===== config.mk =====
export PLATFORM = sky130hd
export DESIGN_NAME = tec_timer
export DESIGN_NICKNAME = d
export VERILOG_FILES = /design/src/design/tec_timer.v
export VERILOG_INCLUDE_DIRS = /design/src /design/src/design
export SDC_FILE = /design/constraint.sdc
export NUM_CORES = 1
export LEC_CHECK = 0
export BUFFER_PORTS_ARGS = -buffer_cell sky130_fd_sc_hd__buf_2
export CELL_PAD_IN_SITES_DETAIL_PLACEMENT = 1
export CELL_PAD_IN_SITES_GLOBAL_PLACEMENT = 1
export CORE_AREA = 3 3 113 115
export CTS_CLUSTER_DIAMETER = 150
export DETAILED_ROUTE_END_ITERATION = 6
export DIE_AREA = 0 0 116 118
export GPL_ROUTABILITY_DRIVEN = 0
export PLACE_DENSITY_LB_ADDON = 0.1
export SLEW_MARGIN = 20
export SYNTH_ARGS = -nofsm -noshare
export SYNTH_HDL_FRONTEND = slang
export SYNTH_SLANG_ARGS = --single-unit

===== constraint.sdc =====
create_clock -name i_core_clk -period 5.2 [get_ports i_core_clk]
set_clock_uncertainty 0.1 [all_clocks]
set_input_delay 0.78 -clock i_core_clk [delete_from_list [all_inputs] [get_ports i_core_clk]]
set_output_delay 0.78 -clock i_core_clk [all_outputs]
set_load 0.005 [all_outputs]

===== src/design/tec_timer_regs.vh =====
`ifndef TEC_TIMER_REGS_VH
`define TEC_TIMER_REGS_VH
// Register byte addresses
`define TEC_ADDR_COUNT 6'h00
`define TEC_ADDR_CCA 6'h04
`define TEC_ADDR_CCB 6'h08
`define TEC_ADDR_MODE 6'h0C
`define TEC_ADDR_CCCTL 6'h10
`define TEC_ADDR_PRESC 6'h14
// Word addresses (byte address bits [5:2])
`define TEC_W_COUNT 4'h0
`define TEC_W_CCA 4'h1
`define TEC_W_CCB 4'h2
`define TEC_W_MODE 4'h3
`define TEC_W_CCCTL 4'h4
`define TEC_W_PRESC 4'h5
// Mode control fields
`define TEC_MODE_OVF_BIT 0
`define TEC_MODE_SEL_LO 2
`define TEC_MODE_SEL_HI 3
`define TEC_MODE_STOP 2'h0
`define TEC_MODE_FREERUN 2'h1
`define TEC_MODE_EDGECLR 2'h2
`define TEC_MODE_MATCHCLR 2'h3
// Capture/compare control fields
`define TEC_CC_A_CAPTURE_BIT 0
`define TEC_CC_A_TRIG_BIT 1
`define TEC_CC_B_CAPTURE_BIT 2
// Prescaler fields
`define TEC_PR_CLK_LO 0
`define TEC_PR_CLK_HI 1
`define TEC_PR_ESP_LO 4
`define TEC_PR_ESP_HI 5
`define TEC_PR_ESS_LO 6
`define TEC_PR_ESS_HI 7
`define TEC_CLK_DIV4 2'h0
`define TEC_CLK_DIV16 2'h1
`define TEC_CLK_DIV512 2'h2
`define TEC_CLK_EDGE 2'h3
// Edge select codes
`define TEC_ES_FALL 2'h0
`define TEC_ES_RISE 2'h1
`define TEC_ES_NONE 2'h2
`define TEC_ES_BOTH 2'h3
// Divider terminal counts
`define TEC_DIV4_LAST 9'h003
`define TEC_DIV16_LAST 9'h00F
`define TEC_DIV512_LAST 9'h1FF
`endif


===== src/design/tec_timer.v =====
// The Avalon-MM interface to the registers and the register addresses were left to the implementer.
`timescale 1ns/1ps
`include "tec_timer_regs.vh"
// Function
// - Mode 10 counts up, primary edge clears
// - Edge-clear mode starts without waiting edge
// - Primary edge clears counter, counting resumes
// - No edge: counter wraps and continues
// - Compare match raises that register's interrupt
// - Capture A on secondary or opposite primary
// - Edge-clear: primary edge captures B, clears
// - Edge clock select in edge-clear holds zero
// - Opposite-phase capture A gives no interrupt
// - Then secondary edge interrupts, no capture
// - Compare match leaves counter unchanged outside mode 11
// - Capture A trigger selectable primary/secondary
// - Capture B triggered only by primary input
// - Counter read returns current count
// - Mode 01 free-runs, no external clear
// - Wrap after all-ones sets overflow flag
// - Free-run supports all register pairings
// - Free-run compare A interrupts every match
// - Free-run capture B on primary edge
// - Both capture, secondary only: no B capture
module tec_timer #(
  parameter WIDTH = 16
) (
  input wire i_core_clk,
  input wire i_reset_n,
  input wire i_clk_en,
  input wire [5:0] i_avs_address,
  input wire i_avs_read,
  input wire i_avs_write,
  input wire [31:0] i_avs_writedata,
  input wire [3:0] i_avs_byteenable,
  output reg [31:0] o_avs_readdata,
  output wire o_avs_waitrequest,
  input wire i_primary_edge_input,
  input wire i_secondary_edge_input,
  output reg o_interrupt_a,
  output reg o_interrupt_b
);

  reg [WIDTH-1:0] count_q;
  reg [WIDTH-1:0] cca_q;
  reg [WIDTH-1:0] ccb_q;
  reg [1:0] mode_q;
  reg ovf_q;
  reg [2:0] ccctl_q;
  reg [7:0] presc_q;
  reg [8:0] div_q;
  reg [2:0] pri_sync_q;
  reg [2:0] sec_sync_q;
  reg pri_lvl_q;
  reg sec_lvl_q;
  reg ack_q;

  // Edge qualification against a select code
  function edge_hit;
    input [1:0] sel;
    input rise;
    input fall;
    begin
      case (sel)
        `TEC_ES_FALL: edge_hit = fall;
        `TEC_ES_RISE: edge_hit = rise;
        `TEC_ES_BOTH: edge_hit = rise | fall;
        default: edge_hit = 1'b0;
      endcase
    end
  endfunction

  // Byte-lane merge of a write into the low 16 bits
  function [31:0] merge16;
    input [31:0] old;
    input [31:0] wd;
    input [3:0] be;
    begin
      merge16 = old;
      merge16[7:0] = be[0] ? wd[7:0] : old[7:0];
      merge16[15:8] = be[1] ? wd[15:8] : old[15:8];
    end
  endfunction

  // Zero-extend a counter-wide value to the bus width
  function [31:0] zext;
    input [WIDTH-1:0] v;
    begin
      zext = 32'h0000_0000;
      zext[WIDTH-1:0] = v;
    end
  endfunction

  wire [1:0] clk_sel = presc_q[`TEC_PR_CLK_HI:`TEC_PR_CLK_LO];
  wire [1:0] es_pri = presc_q[`TEC_PR_ESP_HI:`TEC_PR_ESP_LO];
  wire [1:0] es_sec = presc_q[`TEC_PR_ESS_HI:`TEC_PR_ESS_LO];
  wire cap_a = ccctl_q[`TEC_CC_A_CAPTURE_BIT];
  wire trig_a_pri = ccctl_q[`TEC_CC_A_TRIG_BIT];
  wire cap_b = ccctl_q[`TEC_CC_B_CAPTURE_BIT];

  // Change counts once second and third stages agree
  wire pri_agree = (pri_sync_q[2] == pri_sync_q[1]);
  wire sec_agree = (sec_sync_q[2] == sec_sync_q[1]);
  wire pri_rise = pri_agree & pri_sync_q[2] & ~pri_lvl_q;
  wire pri_fall = pri_agree & ~pri_sync_q[2] & pri_lvl_q;
  wire sec_rise = sec_agree & sec_sync_q[2] & ~sec_lvl_q;
  wire sec_fall = sec_agree & ~sec_sync_q[2] & sec_lvl_q;

  wire pri_valid = edge_hit(es_pri, pri_rise, pri_fall);
  wire pri_opp = edge_hit(es_pri, pri_fall, pri_rise);
  wire sec_valid = edge_hit(es_sec, sec_rise, sec_fall);

  wire running = (mode_q != `TEC_MODE_STOP);
  wire edge_clr_mode = (mode_q == `TEC_MODE_EDGECLR);

  reg [8:0] div_last;
  always @* begin
    case (clk_sel)
      `TEC_CLK_DIV4: div_last = `TEC_DIV4_LAST;
      `TEC_CLK_DIV16: div_last = `TEC_DIV16_LAST;
      default: div_last = `TEC_DIV512_LAST;
    endcase
  end

  wire div_tick = running & (div_q == div_last);
  wire count_tick = (clk_sel == `TEC_CLK_EDGE) ?
                    (running & pri_valid) : div_tick;

  // Register access
  wire [3:0] widx = i_avs_address[5:2];
  wire wr = i_avs_write & ~ack_q & i_clk_en;
  wire wr_count = wr & (widx == `TEC_W_COUNT);
  wire wr_cca = wr & (widx == `TEC_W_CCA);
  wire wr_ccb = wr & (widx == `TEC_W_CCB);
  wire wr_mode = wr & (widx == `TEC_W_MODE);
  wire wr_ccctl = wr & (widx == `TEC_W_CCCTL);
  wire wr_presc = wr & (widx == `TEC_W_PRESC);

  // One wait state: answer on the second edge
  assign o_avs_waitrequest = (i_avs_read | i_avs_write) & ~ack_q;

  // Capture and compare events
  // capture A trigger choice
  wire a_trig_sec = cap_a & sec_valid;
  wire a_trig_opp = cap_a & trig_a_pri & pri_opp;
  wire a_capture = trig_a_pri ? a_trig_opp : a_trig_sec;
  wire a_cap_irq = trig_a_pri ? (cap_a & sec_valid) : a_trig_sec;
  // B triggered by the primary input only
  wire b_capture = cap_b & running & pri_valid;
  wire a_match = ~cap_a & running & (count_q == cca_q);
  wire b_match = ~cap_b & running & (count_q == ccb_q);
  wire [WIDTH-1:0] all_ones = {WIDTH{1'b1}};
  wire wrap = count_tick & (count_q == all_ones);

  reg match_a_seen_q;
  reg match_b_seen_q;
  wire [31:0] cca_wr = merge16(zext(cca_q), i_avs_writedata,
                               i_avs_byteenable);
  wire [31:0] ccb_wr = merge16(zext(ccb_q), i_avs_writedata,
                               i_avs_byteenable);

  always @(posedge i_core_clk or negedge i_reset_n) begin
    if (!i_reset_n) begin
      pri_sync_q <= 3'h0;
      sec_sync_q <= 3'h0;
      pri_lvl_q <= 1'b0;
      sec_lvl_q <= 1'b0;
    end else if (i_clk_en) begin
      pri_sync_q <= {pri_sync_q[1:0], i_primary_edge_input};
      sec_sync_q <= {sec_sync_q[1:0], i_secondary_edge_input};
      if (pri_agree) begin
        pri_lvl_q <= pri_sync_q[2];
      end
      if (sec_agree) begin
        sec_lvl_q <= sec_sync_q[2];
      end
    end
  end

  always @(posedge i_core_clk or negedge i_reset_n) begin
    if (!i_reset_n) begin
      div_q <= 9'h000;
    end else if (i_clk_en) begin
      if (!running || div_tick) begin
        div_q <= 9'h000;
      end else begin
        div_q <= div_q + 9'h001;
      end
    end
  end

  // Counter
  always @(posedge i_core_clk or negedge i_reset_n) begin
    if (!i_reset_n) begin
      count_q <= {WIDTH{1'b0}};
    end else if (i_clk_en) begin
      if (!running) begin
        count_q <= {WIDTH{1'b0}};
      // edge clock in edge-clear holds zero
      end else if (edge_clr_mode && clk_sel == `TEC_CLK_EDGE) begin
        count_q <= {WIDTH{1'b0}};
      // clear follows the capture into B
      end else if (edge_clr_mode && pri_valid) begin
        count_q <= {WIDTH{1'b0}};
      end else if (mode_q == `TEC_MODE_MATCHCLR && ~cap_a &&
                   count_q == cca_q && count_tick) begin
        count_q <= {WIDTH{1'b0}};
      // count up on each count clock
      // wraps past maximum and keeps going
      // matches do not touch the counter outside mode 11
      end else if (count_tick) begin
        count_q <= count_q + {{(WIDTH-1){1'b0}}, 1'b1};
      end
    end
  end

  // Capture/compare registers
  always @(posedge i_core_clk or negedge i_reset_n) begin
    if (!i_reset_n) begin
      cca_q <= {WIDTH{1'b0}};
      ccb_q <= {WIDTH{1'b0}};
    end else if (i_clk_en) begin
      if (running && a_capture) begin
        cca_q <= count_q;
      end else if (wr_cca) begin
        cca_q <= cca_wr[WIDTH-1:0];
      end
      if (b_capture) begin
        ccb_q <= count_q;
      end else if (wr_ccb) begin
        ccb_q <= ccb_wr[WIDTH-1:0];
      end
    end
  end

  // Control registers
  always @(posedge i_core_clk or negedge i_reset_n) begin
    if (!i_reset_n) begin
      mode_q <= `TEC_MODE_STOP;
      ovf_q <= 1'b0;
      ccctl_q <= 3'h0;
      presc_q <= 8'h00;
    end else if (i_clk_en) begin
      if (wr_mode && i_avs_byteenable[0]) begin
        mode_q <= i_avs_writedata[`TEC_MODE_SEL_HI:`TEC_MODE_SEL_LO];
      end
      // wrap sets overflow; set beats clear
      // flag held until software writes zero
      if (wrap) begin
        ovf_q <= 1'b1;
      end else if (wr_mode && i_avs_byteenable[0]) begin
        ovf_q <= i_avs_writedata[`TEC_MODE_OVF_BIT];
      end
      // each register picks compare or capture
      if (wr_ccctl && i_avs_byteenable[0]) begin
        ccctl_q <= i_avs_writedata[2:0];
      end
      if (wr_presc && i_avs_byteenable[0]) begin
        presc_q <= i_avs_writedata[7:0];
      end
    end
  end

  // Interrupt pulses, match fires once per entry
  always @(posedge i_core_clk or negedge i_reset_n) begin
    if (!i_reset_n) begin
      o_interrupt_a <= 1'b0;
      o_interrupt_b <= 1'b0;
      match_a_seen_q <= 1'b0;
      match_b_seen_q <= 1'b0;
    end else if (i_clk_en) begin
      match_a_seen_q <= a_match;
      match_b_seen_q <= b_match;
      // every new match on A interrupts
      o_interrupt_a <= (a_match & ~match_a_seen_q) | (running & a_cap_irq);
      o_interrupt_b <= (b_match & ~match_b_seen_q) | b_capture;
    end else begin
      o_interrupt_a <= 1'b0;
      o_interrupt_b <= 1'b0;
    end
  end

  // Read path
  always @(posedge i_core_clk or negedge i_reset_n) begin
    if (!i_reset_n) begin
      ack_q <= 1'b0;
      o_avs_readdata <= 32'h0000_0000;
    end else if (i_clk_en) begin
      ack_q <= (i_avs_read | i_avs_write) & ~ack_q;
      if (i_avs_read && !ack_q) begin
        case (widx)
          `TEC_W_COUNT: o_avs_readdata <= zext(count_q);
          `TEC_W_CCA: o_avs_readdata <= zext(cca_q);
          `TEC_W_CCB: o_avs_readdata <= zext(ccb_q);
          `TEC_W_MODE: o_avs_readdata <= {28'h0000000, mode_q, 1'b0, ovf_q};
          `TEC_W_CCCTL: o_avs_readdata <= {29'h00000000, ccctl_q};
          `TEC_W_PRESC: o_avs_readdata <= {24'h000000, presc_q};
          default: o_avs_readdata <= 32'h0000_0000;
        endcase
      end
    end
  end

endmodule


==> results of run 1 <==
## worst min-delay path, cell delays in order (launching register included)
cell	delay (ns)
dfrtp_1	0.34
nand2_1	0.04
o21ai_0	0.06
## layout make-up
type | count | area share, %
sequential | 100 | 40.3
clock inverter | 5 | 0.564
tap | 147 | 2.96
multi-input combinational | 424 | 46.8
timing repair buffer | 54 | 4.67
inverter | 11 | 0.665
clock buffer | 11 | 4.07
## power by group through the flow
stage                     Combinational [mW]  Sequential [mW]  Clock (mW)
after detailed placement               0.563             1.16           0
after global placement                 0.542             1.15           0
after floorplan                        0.453             1.08           0
final                                  0.559             1.15       0.651
after CTS                              0.566             1.15       0.674
after global routing                   0.628             1.18       0.699
## flip-flops by register name (all words and copies together), names as in the netlist
| register | count |
|---|---|
| sec_lvl_q | 1 |
| count_q | 16 |
| sec_sync_q | 3 |
| ack_q | 1 |
| presc_q | 8 |
| ovf_q | 1 |
| o_interrupt_a | 1 |
| match_b_seen_q | 1 |
| pri_sync_q | 3 |
| pri_lvl_q | 1 |
| div_q | 9 |
| ccb_q | 16 |
| ccctl_q | 3 |
| o_avs_readdata | 16 |
| mode_q | 2 |
| match_a_seen_q | 1 |
| o_interrupt_b | 1 |
| cca_q | 16 |
## layout by cell type (no fill, tap or decap), drive strengths merged, types with 3 or more instances in the layout
cell type	synthesis	layout
a21oi	9	9
a221oi	5	5
a222oi	10	10
a22o	7	7
a2bb2oi	16	16
a31oi	3	3
and2	3	3
and3	15	15
and4	3	3
buf	38	54
clkbuf	18	11
clkinv	0	3
conb	1	16
dfrtp	100	100
ha	6	6
inv	11	12
mux2	18	18
mux2i	19	19
nand2	66	66
nand3	10	10
nand3b	4	4
nand4	10	10
nor2	22	22
nor2b	5	5
nor3	5	5
nor4	5	5
nor4b	3	3
o211ai	3	3
o21ai	56	56
o21bai	3	3
o22ai	17	17
o31ai	10	10
or2	3	3
or4	4	4
xnor2	21	21
xor2	21	21
## cell families (layout without fill, tap and decap cells)
kind of cell,after synthesis,count (layout)
xor+xnor,42,42
compound gates,157,157
mux,37,37
buf+inv,67,81
other cells,1,16
simple gates,166,166
flops,100,100
fa+ha+maj,6,6
## per-layer routing
| metal | GRT usage, % | vias up |
|---|---|---|
| met4 | 5.08 | 0 |
| met3 | 4.73 | 13 |
| met2 | 39.2 | 109 |
| met5 | 0 | - |
| li1 | - | 2127 |
| met1 | 32.4 | 2343 |
## worst paths after layout
check	to	slack, ns
worst max-delay path	ccb_q[10]	2.40
worst max register to register	ccb_q[10]	2.40
max in group asynchronous	count_q[5]	3.57
worst min-delay path	o_avs_readdata[6]	0.37
min in group asynchronous	o_avs_readdata[3]	0.41
worst min register to register	o_avs_readdata[6]	0.37
==> flow_metrics.py, run 1 <==
metrics = {
    "outcome": {
        "status": "finished clean",
    },
    "placement": {
        "dpl.cell_count": 736,
        "dp_hpwl_um": 11600,
        "port_buffers": 47,
        "dpl_cell_area_um2": 5920,
        "place_ws_ns": 2.09,
    },
    "critical_path": {
        "cp_slowest_stage_delay_ns": 0.87,
        "path_buf_inv": 2,
        "crit_chain": "inv_1 -> ha_1 -> nand4bb_1 -> nand3_1 -> and3_1 -> buf_4 -> o21ai_1 -> o21ai_0",
        "crit_path_end_kind": "register",
        "crit_cells": 8,
        "critPathKind": "reg2reg",
        "cp-start-kind": "register",
        "r2r-start": "pri_sync_q[1]",
        "crit_path_top_delay_cell": "o21ai_1",
        "reg2reg_depth": 8,
        "critPathRequiredTime_ns": 5.28,
        "worst_ep_arrival_time_ns": 2.88,
        "cp_max_fo": 19,
        "cp-startpoint": "pri_sync_q[1]",
        "critPathTopFamily": "compound AO/OA/AOI/OAI gates",
    },
    "synth": {
        "synthMuxAreaShare_pct": 6.91,
        "synth_seq_cells": 100,
        "yosysUniqueCellTypes": 65,
        "synth_edf_count": 0,
        "synthTopCellsByArea": "dfrtp_1 (44%), nand2_1 (4.4%), o21ai_0 (4.2%)",
        "synth_top_area_share_pct": 44.0,
        "synth_commonest_cells": "dfrtp_1 (100), nand2_1 (66), o21ai_0 (48)",
        "synth_top_family_by_area": "compound AO/OA/AOI/OAI gates",
        "avgSynthCellArea_um2": 9.87,
        "synth_simple_gate_area_share_pct": 15.3,
        "ys_dominant_reg_cell": "dfrtp_1",
        "async_flop_share_pct": 100,
        "yosysSeqAreaShare_pct": 44.0,
        "syn_area_um2": 5690,
        "syn_inst": 576,
        "synthAdderAreaFrac_pct": 1.32,
        "synthXorXnorAreaFrac_pct": 6.47,
        "synth-compound-area-share_pct": 19.9,
        "synth_warnings": 0,
        "synth_top_area_cell": "dfrtp_1",
        "yosysMostFrequentCell": "dfrtp_1",
    },
    "pwr": {
        "pwr-share-seq_pct": 48.7,
        "p_leak_nw": 2.76,
        "p_int_mw": 1.56,
        "p_sw_share_pct": 33.7,
        "ir_drop_mv": 0.303,
        "pwr-share-comb_pct": 23.7,
        "power.share.clock_pct": 27.6,
        "p_sw_uw": 796,
        "p_per_area_nw_per_um2": 380,
        "power.total_mw": 2.36,
    },
    "floorplan": {
        "core_um2": 11900,
        "die_w_um": 116,
        "num_io_pins": 84,
        "dieArea_um2": 13700,
        "start_util_pct": 47.7,
        "rows": 40,
        "die_y_um": 118,
    },
    "clock_tree": {
        "clock_sinks": 100,
        "ctsHoldBuffers": 0,
        "insertion_delay_ns": 0.35,
        "cts.repair.resized": 0,
        "cts_buffers": 9,
        "cts_max_path_buffers": 2,
        "h-tree-depth": 3,
        "postCtsSetupBuffers": 0,
        "path_clk_slew_ns": 0.07,
        "cts_tree": "yes",
        "root_buffer": "clkbuf_16",
    },
    "timing": {
        "period_needed_ns": 2.80,
        "fmax_mhz": 357,
        "relSlewSlack_pct": 29.0,
        "hold_ws_ns": 0.373,
        "post-route-period-util_pct": 53.9,
        "grt_setup_unrepaired": "no",
        "finalSetupViolCount": 0,
        "tns_ns": 0,
        "timing.final.ws_setup_ns": 2.40,
        "drv_slew": 0,
        "tightest_slew_ns": 1.06,
        "finalHoldViolations": 0,
    },
    "global_route": {
        "grt_pass1_vias": 4744,
        "antenna_found_initial": 0,
        "grt_max_degree": 66,
        "grt-ovfl-total": 0,
        "grt_pass1_wl_um": 25400,
        "track_usage_pct": 23.8,
    },
    "finish": {
        "postLayoutCoreUtil_pct": 52.1,
        "diodes": 0,
        "final_cells": 752,
        "syn2layout_area_growth_pct": 9.22,
        "drive_above_1_share_pct": 18.0,
        "seqCellArea_um2": 2500,
        "finalInstanceArea_um2": 6210,
        "layout.nets": 655,
        "multiInputGateArea_um2": 2900,
        "fillCellCount": 1339,
    },
    "drt": {
        "vias_per_cell": 6.11,
        "met1_length_um": 7030,
        "dr_total_vias": 4592,
        "first_pass_iters": 5,
        "post_drt_wl_per_cell_um": 21.0,
        "postRouteAntennaNets": 0,
        "routed-wl-met2_um": 7770,
        "drc": 0,
        "drt-total-wl_um": 15800,
        "wl_met3_um": 805,
        "top_layer": "met4",
        "drtIter0Drc": 273,
    },
    "min_path": {
        "hold_depth": 2,
        "worstHoldStart": "o_avs_readdata[6]",
        "hp-class": "reg2reg",
    },
    "flow_run": {
        "cap_violations": 0,
    },
}
(Power assumes the default switching activity.)
==> run 2, diff against run 1 <==
--- a/config.mk
+++ b/config.mk
@@ -9,10 +9,10 @@
 export BUFFER_PORTS_ARGS = -buffer_cell sky130_fd_sc_hd__buf_2
 export CELL_PAD_IN_SITES_DETAIL_PLACEMENT = 1
 export CELL_PAD_IN_SITES_GLOBAL_PLACEMENT = 1
-export CORE_AREA = 3 3 113 115
+export CORE_AREA = 3 3 124 126
 export CTS_CLUSTER_DIAMETER = 150
 export DETAILED_ROUTE_END_ITERATION = 6
-export DIE_AREA = 0 0 116 118
+export DIE_AREA = 0 0 127 129
 export GPL_ROUTABILITY_DRIVEN = 0
 export PLACE_DENSITY_LB_ADDON = 0.1
 export SLEW_MARGIN = 20
==> constraint.sdc (replaced) <==
create_clock -name i_core_clk -period 2.49 [get_ports i_core_clk]
set_clock_uncertainty 0.1 [all_clocks]
set_input_delay 0.3735 -clock i_core_clk [delete_from_list [all_inputs] [get_ports i_core_clk]]
set_output_delay 0.3735 -clock i_core_clk [all_outputs]
set_load 0.005 [all_outputs]
==> run 2 against run 1 <==
Sequential power increased by 110%. Utilization decreased by 6.4 points. Global-route usage down 2.4 points. Highest routed layer unchanged.
==> flow_metrics.py, run 2 (same netlist as run 1, synthesis figures left out) <==
metrics = {
    "floorplan": {
        "num_io_pins": 84,
        "die_y_um": 129,
        "rows": 44,
        "start_util_pct": 39.4,
        "dieArea_um2": 16400,
        "die_w_um": 127,
        "core_um2": 14400,
    },
    "clock_tree": {
        "insertion_delay_ns": 0.36,
        "clock_sinks": 100,
        "h-tree-depth": 3,
        "root_buffer": "clkbuf_16",
        "cts_tree": "yes",
        "cts_max_path_buffers": 2,
        "path_clk_slew_ns": 0.07,
        "cts_buffers": 9,
    },
    "pwr": {
        "p_leak_nw": 2.95,
        "p_int_mw": 3.58,
        "power.share.clock_pct": 31.2,
        "p_sw_share_pct": 32.8,
        "ir_drop_mv": 0.322,
        "pwr-share-seq_pct": 45.0,
        "p_sw_mw": 1.75,
        "pwr-share-comb_pct": 23.9,
        "p_per_area_nw_per_um2": 807,
    },
    "timing": {
        "relSlewSlack_pct": 56.5,
        "post-route-period-util_pct": 94.9,
        "fmax_mhz": 423,
        "finalSetupViolCount": 0,
        "drv_slew": 0,
        "period_needed_ns": 2.36,
        "tns_ns": 0,
        "timing.final.ws_setup_ns": 0.126,
        "finalHoldViolations": 0,
        "tightest_slew_ns": 0.653,
    },
    "global_route": {
        "grt-ovfl-total": 0,
        "antenna_found_initial": 0,
        "grt_pass1_wl_um": 27200,
        "track_usage_pct": 21.5,
        "grt_max_degree": 55,
        "grt_pass1_vias": 4734,
    },
    "finish": {
        "final_common_cell": "dfrtp_1",
        "postLayoutCoreUtil_pct": 45.7,
        "layout_common_cells": "dfrtp_1 (100), nand2_1 (66), o21ai_0 (48), buf_2 (46), buf_4 (37)",
        "seqCellArea_um2": 2500,
        "layout.nets": 687,
        "final_cells": 821,
        "multiInputGateArea_um2": 2920,
        "syn2layout_area_growth_pct": 16.1,
        "diodes": 0,
        "drive_above_1_share_pct": 22.6,
        "fillCellCount": 1650,
    },
    "critical_path": {
        "worst_ep_arrival_time_ns": 2.50,
        "cp-startpoint": "pri_sync_q[1]",
        "r2r-start": "pri_sync_q[1]",
        "critPathKind": "reg2reg",
        "cp-start-kind": "register",
        "cp_max_fo": 17,
        "crit_path_end_kind": "register",
        "critPathRequiredTime_ns": 2.63,
    },
    "min_path": {
        "worstHoldStart": "i_primary_edge_input",
        "hp-class": "in2reg",
    },
    "drt": {
        "drt-total-wl_um": 17100,
        "first_pass_iters": 5,
        "post_drt_wl_per_cell_um": 20.9,
        "dr_total_vias": 4637,
        "drc": 0,
        "postRouteAntennaNets": 0,
        "drtIter0Drc": 392,
        "vias_per_cell": 5.65,
    },
    "placement": {
        "port_buffers": 47,
        "dpl.cell_count": 802,
        "dp_hpwl_um": 12500,
        "place_ws_ns": -0.0894,
    },
    "flow_run": {
        "cap_violations": 0,
    },
    "outcome": {
        "status": "finished clean",
    },
}
## run 2: changes by cell type in the layout (fill, tap and decap cells not counted), sizes merged
cell         before  now
clkinvlp          1    2
buf              54   85
dlygate4sd3       0    1
bufinv            0    3
clkbuf           11    9
clkinv            3    1
## run 2: path summary, 6_finish.rpt
check                                    end  depth (start not counted)  slack, ns
max                               count_q[0]                          8       0.13
min                            pri_sync_q[0]                          2       0.15
max reg2reg                       count_q[0]                          8       0.13
min reg2reg                    o_interrupt_b                          1       0.36
max in group asynchronous         count_q[0]                          3       1.24
min in group asynchronous  o_avs_readdata[1]                          2       0.34
## run 2: area by class of cell
type	count	area share [%]
Clock buffer	9	3.41
Clock inverter	7	1.86
Inverter	11	0.626
Multi-Input combinational cell	424	44.2
Sequential cell	100	37.9
Tap cell	184	3.49
Timing Repair Buffer	86	8.46
## run 2: stage by stage
stage | area [µm²] | hold slack, ns | power [mW]
2_1_floorplan | 5740 | -0.0221 | 3.19
3_3_place_gp | 6210 | 0.172 | 3.62
3_5_place_dp | 6210 | 0.172 | 3.68
4_1_cts | 6570 | 0.134 | 5.36
5_1_grt | 6600 | 0.149 | 5.64
6_report | 6600 | 0.146 | 5.33
## run 2: repair_timing
action,4_1_cts,5_1_grt
pin swaps,1,3
hold buffers,1,0
endpoints found under the hold margin,16,0
gates resized for setup,0,3
setup endpoints to repair,15,17
setup buffers,0,2
## run 2: critical path, stage by stage (launching register included)
cell and delay [ns]:
dfrtp_1 0.37, inv_1 0.08, ha_1 0.23, nand4bb_1 0.14, nand3_1 0.14, o22a_2 0.26, o21ai_4 0.40, and2b_4 0.27
mux2_2 0.26
## run 2: power groups by stage
stage	registers (mW)	clock network [mW]	logic, mW
6_report	2.39	1.66	1.27
5_1_grt	2.45	1.77	1.42
4_1_cts	2.39	1.70	1.27
3_5_place_dp	2.42	0	1.26
3_3_place_gp	2.40	0	1.22
2_1_floorplan	2.25	0	0.945
## run 2: routing by layer
metal | global-route usage (%) | part of all wire [%] | vias to the layer above
li1 | - | - | 2193
met2 | 34.5 | 47 | 95
met4 | 7.07 | 1.4 | 0
met1 | 29.9 | 47 | 2332
met5 | 0 | 0 | -
met3 | 3.20 | 4.4 | 17
